<file path="src/verilog/bkp_cfg.svh">
`ifndef BKP_CFG_SVH
`define BKP_CFG_SVH
`define WORD_COUNT 10
`define WORD_WIDTH 16
`define WORD_RESET 16'h0000
`define DIV_HALF 6'h1F
`define CAL_BLOCK_BITS 20
`define CAL_WIDTH 7
`endif

</file>
<file path="src/verilog/bkp_pkg.sv">
package bkp_pkg;
  // Calibration slot state
  typedef enum logic [1:0] {cal_idle, cal_skip, cal_insert} cal_state_e;
  typedef logic [3:0] word_idx_t;
endpackage

</file>
<file path="src/verilog/backup_domain_tamper_calib.sv">
`timescale 1ns/1ps
`include "bkp_cfg.svh"
module backup_domain_tamper_calib
  import bkp_pkg::*;
(
  input wire logic clk, // System clock
  input wire logic rst, // Backup domain reset, sync high
  input wire logic ce, // Clock enable
  input wire logic backup_write_enable, // Write gate
  input wire logic wr_en, // Data word write strobe
  input wire word_idx_t wr_idx, // Data word index
  input wire logic [15:0] wr_data, // Data word value
  input wire word_idx_t rd_idx, // Read index
  output logic [15:0] rd_data, // Registered read data
  input wire logic rtc_tick, // RTC clock pulse (one cycle)
  input wire logic tamper_pin, // Async tamper input
  input wire logic tamper_active_level, // 0 high, 1 low
  input wire logic tamper_detect_enable, // Detection enable
  input wire logic tamper_int_enable, // Interrupt enable
  input wire logic tamper_flag_clear, // Clear event flag
  output logic tamper_event_flag, // Sticky event flag
  output logic tamper_irq, // Interrupt level
  input wire logic cal_clock_out_enable, // Calibration output enable
  input wire logic cal_out_select, // 0 div64, 1 raw
  input wire logic cal_direction, // 0 slow, 1 fast
  input wire logic [6:0] cal_value, // Pulses per block
  output logic cal_clk_out, // Calibration output pin
  output logic cal_clk_out_en, // Pin output enable
  output logic rtc_cal_tick // Calibrated RTC tick
);

  // ----------------------------------------
  // Storage and tamper path
  // ----------------------------------------
  logic [15:0] word_mem [`WORD_COUNT]; // Retained words
  logic [1:0] pin_sync; // Synchroniser
  logic pin_act_d; // Previous active state
  logic pin_active; // Level-normalised pin
  logic tamper_hit; // Detected event
  logic [`CAL_BLOCK_BITS-1:0] blk_cnt; // Block pulse counter
  logic [5:0] div_cnt; // Divider counter
  logic div_clk; // Divided clock
  logic [6:0] cal_done; // Adjusted pulses this block
  cal_state_e cal_state; // Adjust state
  logic next_flag; // Flag value after this edge

  // Index names one of the retained words
  function automatic logic idx_in_range(input word_idx_t idx);
    return idx < 4'(`WORD_COUNT);
  endfunction

  assign pin_active = pin_sync[1] ^ tamper_active_level;
  // edge AND enable; via pin_act_d reset low while disabled
  assign tamper_hit = tamper_detect_enable & pin_active & ~pin_act_d;
  // Set wins over a clear in the same cycle
  assign next_flag = tamper_hit | (tamper_event_flag & ~tamper_flag_clear);

  // Two-flop synchroniser
  always_ff @(posedge clk)
  begin
    if (rst)
      pin_sync <= 2'h0;
    else if (ce)
      pin_sync <= {pin_sync[0], tamper_pin};
  end

  // Edge memory, cleared while disabled
  always_ff @(posedge clk)
  begin
    if (rst)
      pin_act_d <= 1'h0;
    else if (ce)
      pin_act_d <= tamper_detect_enable & pin_active;
  end

  // Event flag and interrupt
  always_ff @(posedge clk)
  begin
    if (rst)
    begin
      tamper_event_flag <= 1'h0;
      tamper_irq <= 1'h0;
    end
    else if (ce)
    begin
      tamper_event_flag <= next_flag;
      tamper_irq <= tamper_int_enable & next_flag;
    end
  end

  // Retained words; backup domain reset and tamper both wipe them
  genvar gi;
  generate
    for (gi = 0; gi < `WORD_COUNT; gi++)
    begin : g_word
      always_ff @(posedge clk)
      begin
        if (rst)
          word_mem[gi] <= `WORD_RESET;
        else if (ce)
        begin
          if (tamper_hit)
            word_mem[gi] <= `WORD_RESET;
          else if (wr_en && backup_write_enable && idx_in_range(wr_idx) && wr_idx == 4'(gi))
            word_mem[gi] <= wr_data;
        end
      end
    end
  endgenerate

  // Read port
  always_ff @(posedge clk)
  begin
    if (rst)
      rd_data <= 16'h0000;
    else if (ce)
      // Unused indexes read as zero
      rd_data <= idx_in_range(rd_idx) ? word_mem[rd_idx] : `WORD_RESET;
  end

  // ----------------------------------------
  // Calibration
  // ----------------------------------------
  // Divide-by-64 square wave
  always_ff @(posedge clk)
  begin
    if (rst)
    begin
      div_cnt <= 6'h00;
      div_clk <= 1'h0;
    end
    else if (ce && rtc_tick)
    begin
      div_cnt <= (div_cnt == `DIV_HALF) ? 6'h00 : div_cnt + 6'h01;
      if (div_cnt == `DIV_HALF)
        div_clk <= ~div_clk;
    end
  end

  // Output pin
  always_ff @(posedge clk)
  begin
    if (rst)
    begin
      cal_clk_out <= 1'h0;
      cal_clk_out_en <= 1'h0;
    end
    else if (ce)
    begin
      cal_clk_out_en <= cal_clock_out_enable;
      cal_clk_out <= cal_clock_out_enable & (cal_out_select ? rtc_tick : div_clk);
    end
  end

  // Skip/insert engine over 2^20 pulse blocks
  // Ticks must be two or more cycles apart: the
  // insert and skip slots take one cycle each
  always_ff @(posedge clk)
  begin
    if (rst)
    begin
      blk_cnt <= '0;
      cal_done <= 7'h00;
      cal_state <= cal_idle;
      rtc_cal_tick <= 1'h0;
    end
    else if (ce)
    begin
      rtc_cal_tick <= 1'h0;
      case (cal_state)
        cal_idle:
        begin
          if (rtc_tick)
          begin
            // Count pulses within the block
            blk_cnt <= blk_cnt + {{(`CAL_BLOCK_BITS-1){1'b0}}, 1'b1};
            // Last pulse of block: restart count
            if (blk_cnt == '1)
              cal_done <= 7'h00;
            if (cal_done < cal_value && blk_cnt != '1)
            begin
              cal_done <= cal_done + 7'h01;
              if (cal_direction)
              begin
                rtc_cal_tick <= 1'h1;
                cal_state <= cal_insert;
              end
              else
                cal_state <= cal_skip;
            end
            // Pulse passes unchanged
            else
              rtc_cal_tick <= 1'h1;
          end
        end
        // Extra pulse for speed-up
        cal_insert:
        begin
          rtc_cal_tick <= 1'h1;
          cal_state <= cal_idle;
        end
        // Swallowed pulse, no output
        cal_skip:
          cal_state <= cal_idle;
        // Unused code back to idle
        default:
          cal_state <= cal_idle;
      endcase
    end
  end
endmodule

</file>
<file path="config.mk">
export PLATFORM = sky130hd
export DESIGN_NAME = backup_domain_tamper_calib
export DESIGN_NICKNAME = d
export VERILOG_FILES = /design/src/verilog/bkp_pkg.sv /design/src/verilog/backup_domain_tamper_calib.sv
export VERILOG_INCLUDE_DIRS = /design/src /design/src/verilog
export SDC_FILE = /design/constraint.sdc
export NUM_CORES = 1
export LEC_CHECK = 0
export BUFFER_PORTS_ARGS = -buffer_cell sky130_fd_sc_hd__buf_2
export CORE_AREA = 8 8 165 198
export CTS_BUF_LIST = sky130_fd_sc_hd__clkbuf_2 sky130_fd_sc_hd__clkbuf_4 sky130_fd_sc_hd__clkbuf_8
export DETAILED_ROUTE_END_ITERATION = 7
export DIE_AREA = 0 0 173 206
export SLEW_MARGIN = 20
export SYNTH_ARGS = -nofsm -noshare
export SYNTH_HDL_FRONTEND = slang
export SYNTH_SLANG_ARGS = --single-unit
</file>
<file path="constraint.sdc">
create_clock -name clk -period 7.42 [get_ports clk]
set_input_delay 0.742 -clock clk [delete_from_list [all_inputs] [get_ports clk]]
set_output_delay 0.742 -clock clk [all_outputs]
set_load 0.01 [all_outputs]
</file>
==> results.json, run 1 <==
{
  "h-tree-depth": 2,
  "post_cts_resized": 0,
  "hpwl_um": 14480,
  "syn_nets": 796,
  "ys_warn_count": 0,
  "rsz0062_at_grt": "no",
  "hold_buffers": 0,
  "routabilityCongestion": 0.7419,
  "fmax_mhz": 310.7,
  "layoutNonFillerInstCount": 1242,
  "path_max_fanout": 40,
  "ant_nets": 0,
  "async_flop_share": 0,
  "m1WireLength_um": 9183,
  "synth_compound_area_frac": 0.04391,
  "viasPerCell": 4.712,
  "top_layer": "met4",
  "hp-class": "flop to flop",
  "hold_viol": 0,
  "dr_wl_met3_um": 861,
  "ys_types": 55,
  "grt_usage": 0.1220,
  "first_global_vias": 6152,
  "ys_seq_area_frac": 0.6091,
  "maxCapViolCount": 0,
  "core_mm2": 0.02935,
  "die-area_mm2": 0.03564,
  "critPathRequiredTime_ns": 7.57,
  "dp.cells": 1170,
  "synth-seq-cells": 220,
  "status": "complete, no violations",
  "netlist_area_mm2": 0.009859,
  "boundaryPins": 66,
  "die_y_um": 206,
  "layout-drive-gt1-share": 0.2230,
  "synth_top_cell_by_area": "edfxtp_1",
  "cts_num_sinks": 220,
  "final_max_slew_viol_count": 0,
  "cts-root-buf": "clkbuf_8",
  "first_pass_iters": 4,
  "period_minus_slack_ns": 3.219,
  "synth-simple-area-share": 0.1826,
  "synth_xor_area_frac": 0.02310,
  "yosys-top-cells-area": "edfxtp_1 (49%), dfxtp_1 (12%), and2_1 (10%)",
  "syn_area_per_cell_um2": 13.29,
  "synth_edf_count": 160,
  "cts_buffer_depth": 3,
  "ys.flop_type": "edfxtp_1",
  "setup_viol": 0,
  "p_leak_nw": 4.308,
  "hold_depth": 2,
  "wl_um": 21650,
  "numPortBuffers": 65,
  "numCtsBuffers": 39,
  "diodes": 0,
  "reg2reg_depth": 5,
  "syn_inst": 742,
  "initial_core_util": 0.3359,
  "tightest_slew_ns": 0.9784,
  "drt_iter0_drc": 279,
  "antenna_found_initial": 0,
  "grt_max_degree": 49,
  "rows": 69,
  "netlist_top_cells_count": "and2_1 (160), edfxtp_1 (160), dfxtp_1 (60)",
  "tritoncts": "done",
  "grt_pass1_wl_um": 34400,
  "die_w_um": 173,
  "critPathKind": "primary input to flop",
  "max_slew_margin": 0.3477,
  "wl_met2_um": 11230,
  "vias": 5852,
  "fin_nets": 875,
  "drc": 0,
  "synth_fa_ha_area_frac": 0.01142,
  "arrival_ns": 3.36,
  "p_per_area_mw_per_mm2": 231.6,
  "post_cts.repair.setup_buffers": 0,
  "ir_worst_vdd_mv": 0.08812,
  "finalCritPeriodShare": 0.4338,
  "clk_latency_ns": 0.53,
  "path_clk_slew_ns": 0.05,
  "synth_top_family_by_area": "simple AND/OR/NAND/NOR gates",
  "synth_mux_area_frac": 0.1098,
  "grt_overflow": 0,
  "critPathCaptureType": "flop",
  "power_mw": 2.630,
  "synth_top_area_share": 0.4873,
  "start_kind": "primary input",
  "area_delta_synth_final_pct": 15.16,
  "setup_tns_ns": 0,
  "post_drt_wl_per_cell_um": 17.43,
  "skew_ns": 0.02239
}
==> sequential cells by signal, summed over array words and instances (netlist names), 2 cells and up <==
register / flops
blk_cnt: 20
cal_done: 7
cal_state: 2
div_cnt: 6
pin_sync: 2
rd_data: 16
word_mem: 160
==> final cells by class <==
| type | instances | area [um^2] |
|---|---|---|
| sequential | 220 | 6006 |
| clock buffer | 57 | 684.4 |
| multi-input combinational | 475 | 3677 |
| timing repair buffer | 73 | 385.4 |
| tap | 390 | 488.0 |
| fill | 2840 | 18000 |
| inverter | 12 | 45.04 |
| clock inverter | 15 | 68.82 |
==> kinds of logic (layout without fill, tap and decap cells) <==
group,count (synthesis),in the layout
buffers and inverters,47,157
flip-flops,220,220
multiplexers,68,68
AO/OA/AOI/OAI,64,64
XOR/XNOR,26,26
AND/OR/NAND/NOR,308,308
adder cells (fa/ha/maj),9,9
==> critical path, stage by stage <==
cell and delay [ns]:
buf_2 0.32, nand4b_2 0.39, a31oi_4 0.28, nand3b_2 0.22
nor3_2 0.67, nand2b_1 0.74
==> report_power, final <==
part,leakage [nW],internal [mW],switching [mW]
clock network,0.400,0.594,0.482
logic,1.73,0.0645,0.105
registers,2.18,1.37,0.0169
total,4.31,2.03,0.604
==> cells in the final DEF, fill, tap and decap left out, types with 2 or more instances in the layout <==
cell and instances:
and2_1 160, edfxtp_1 160, buf_2 65, dfxtp_1 60
nand2_1 42, clkbuf_8 41, nor2_1 39, mux2i_1 35
mux4_2 32, a21oi_1 16, o221ai_1 16, clkbuf_4 16
xor2_1 15, inv_1 12, o21ai_0 12, xnor2_1 11
nand2b_1 11, clkinv_1 10, nand3_1 9, ha_1 9
buf_4 8, nand4_1 7, o21ai_1 7, or3_1 6
nor2_2 5, and3_1 4, nor3_2 4, nor2b_1 3
clkinv_2 3, a2111oi_0 2, o211ai_1 2, nor3_1 2
nor4b_1 2
==> routing by layer <==
metal	track usage	up-vias
met1	0.1390	2851
met3	0.02485	29
li1	-	2863
met2	0.2264	109
met4	0.03885	0
met5	0	-
==> stage by stage <==
stage | instance area, um^2 | hold slack [ns] | util | worst slack, ns
final | 11350 | 0.4591 | 0.3868 | 4.201
after global routing | 11350 | 0.4600 | 0.3868 | 4.021
after CTS | 11340 | 0.4411 | 0.3863 | 4.265
after detailed placement | 10590 | 0.4515 | 0.3606 | 3.713
after global placement | 10580 | 0.4457 | 0.3604 | 3.812
after floorplan | 9859 | 0.4488 | - | 4.425
==> path summary, 6_finish.rpt <==
kind               startpoint         endpoint  slack, ns
setup / recovery          rst  word_mem[4][10]       4.20
hold / removal     rd_data[9]       rd_data[9]       0.46
setup reg to reg  pin_sync[1]  word_mem[4][10]       4.62
hold reg to reg    rd_data[9]       rd_data[9]       0.46
(Power assumes the default switching activity.)
==> inputs of run 2 (changes only) <==
- clock period: 7.42 -> 2.9 ns (I/O delays scaled with it)
==> run 2 against run 1 <==
  * First-iteration DRC count up 6.8%
  * Sequential cell count is the same
  * Largest cell class unchanged
  * Worst hold slack got worse by 0.42 ns
  * Cell area rose by 1.0%
  * Register-to-register slack worse by 3.9 ns
  * Critical path type is now flop to flop
  * Worst setup slack got worse by 3.5 ns
  * Die area did not move
  * Core utilization up 0.39 points
  * Combinational power increased to 2.6 times the previous value
  * Non-clock buffer count grew 17
==> results.json, run 2 (synthesis gave the netlist of run 1 again) <==
{
  "status": "complete, no violations",
  "final_max_slew_viol_count": 0,
  "setup_tns_ns": 0,
  "die_w_um": 173,
  "critPathKind": "flop to flop",
  "vias": 5962,
  "numCtsBuffers": 38,
  "setup_viol": 0,
  "grt_usage": 0.1186,
  "top_regs": "word_mem x160, blk_cnt x20, rd_data x16",
  "post_cts_resized": 0,
  "first_global_vias": 6115,
  "drc": 0,
  "tightest_slew_ns": 1.056,
  "r2r-start": "pin_sync[1]",
  "preCtsSetupSlack_ns": 0.5622,
  "rows": 69,
  "start_kind": "flop",
  "path_max_fanout": 16,
  "fmax_mhz": 462.8,
  "diodes": 0,
  "post_cts.repair.setup_buffers": 0,
  "skew_ns": 0.02999,
  "ir_worst_vdd_mv": 0.2776,
  "p_per_area_mw_per_mm2": 588.5,
  "grt_overflow": 0,
  "boundaryPins": 66,
  "max_slew_margin": 0.2931,
  "layout-drive-gt1-share": 0.2254,
  "maxCapViolCount": 0,
  "largest_reg_flops": 160,
  "final_cell_mix": "and2_1 (160), edfxtp_1 (160), buf_2 (65), dfxtp_1 (60), nor2_1 (44)",
  "reg2reg_to": "word_mem[3][13]",
  "cts_buffer_depth": 3,
  "critPathCaptureType": "flop",
  "hold_buffers": 2,
  "grt_max_degree": 49,
  "finalCritPeriodShare": 0.7451,
  "startpoint": "pin_sync[1]",
  "p_leak_nw": 4.387,
  "grt_pass1_wl_um": 33540,
  "ant_nets": 0,
  "period_minus_slack_ns": 2.161,
  "die-area_mm2": 0.03564,
  "top_register": "word_mem",
  "rsz0062_at_grt": "no",
  "hpwl_um": 14900,
  "area_delta_synth_final_pct": 16.32,
  "first_pass_iters": 4,
  "fin_nets": 891,
  "wl_um": 21010,
  "post_drt_wl_per_cell_um": 16.74,
  "die_y_um": 206,
  "cts-root-buf": "clkbuf_8",
  "ff2ff_setup_slack_ns": 0.74,
  "fin_ws_ns": 0.7391,
  "clk_latency_ns": 0.52,
  "arrival_ns": 2.54,
  "power_mw": 6.750,
  "reg2reg_depth": 5,
  "drt_iter0_drc": 298,
  "core_mm2": 0.02935,
  "numPortBuffers": 65,
  "hp-class": "primary input to flop",
  "antenna_found_initial": 0,
  "h-tree-depth": 2,
  "hold_viol": 0,
  "endpoint": "word_mem[3][13]",
  "viasPerCell": 4.751,
  "routabilityCongestion": 0.7381,
  "path_clk_slew_ns": 0.06,
  "critPathRequiredTime_ns": 3.28,
  "initial_core_util": 0.3359,
  "cts_num_sinks": 220,
  "tritoncts": "done"
}
[run 2: worst max-delay path, stage by stage (launching register included)]
cell and delay, ns:
dfxtp_1 0.31, xor2_1 0.21, a31oi_4 0.28, nand2_2 0.14, nor2_1 0.83, and2_1 0.24
[run 2: power by group]
group	internal (mW)	switching, mW	total [mW]
clock	1.55	1.22	2.77
sequential	3.50	0.0428	3.54
combinational	0.176	0.262	0.438
total	5.22	1.53	6.75
[run 2: final cells by class]
| cell class | instances | area (um^2) |
|---|---|---|
| clock buffers | 48 | 604.3 |
| clock inverters | 20 | 138.9 |
| fillers | 2783 | 17880 |
| inverters | 12 | 45.04 |
| multi-input cells | 475 | 3656 |
| flip-flops and latches | 220 | 6006 |
| well taps | 390 | 488.0 |
| repair buffers | 90 | 530.5 |
[run 2: per-layer routing]
metal,part of all wire,global-route usage
met1,0.41,0.1312
met2,0.53,0.2240
met3,0.039,0.02485
met4,0.018,0.03824
met5,0,0
[run 2: through the flow]
| step | instance area [um^2] | hold slack [ns] | util | instances |
|---|---|---|---|---|
| 6_report | 11470 | 0.03429 | 0.3907 | 1255 |
| 5_1_grt | 11470 | 0.01496 | 0.3907 | 1255 |
| 4_1_cts | 11470 | 0.001433 | 0.3907 | 1255 |
| 3_5_place_dp | 10710 | 0.4440 | 0.3647 | 1185 |
| 3_3_place_gp | 10710 | 0.4455 | 0.3647 | 1185 |
| 2_1_floorplan | 9859 | 0.4011 | - | 742 |
[run 2: worst min-delay path by stage]
stage | endpoint | depth (start not counted) | startpoint | slack [ns]
finish | cal_clk_out_en | 3 | cal_clock_out_enable | 0.03
global route | cal_clk_out_en | 3 | cal_clock_out_enable | 0.01
CTS | cal_clk_out_en | 3 | cal_clock_out_enable | 0.001
detailed placement | rd_data[12] | 2 | rd_data[12] | 0.44
global placement | rd_data[11] | 2 | rd_data[11] | 0.45
floorplan | cal_state[0] | 1 | cal_direction | 0.40
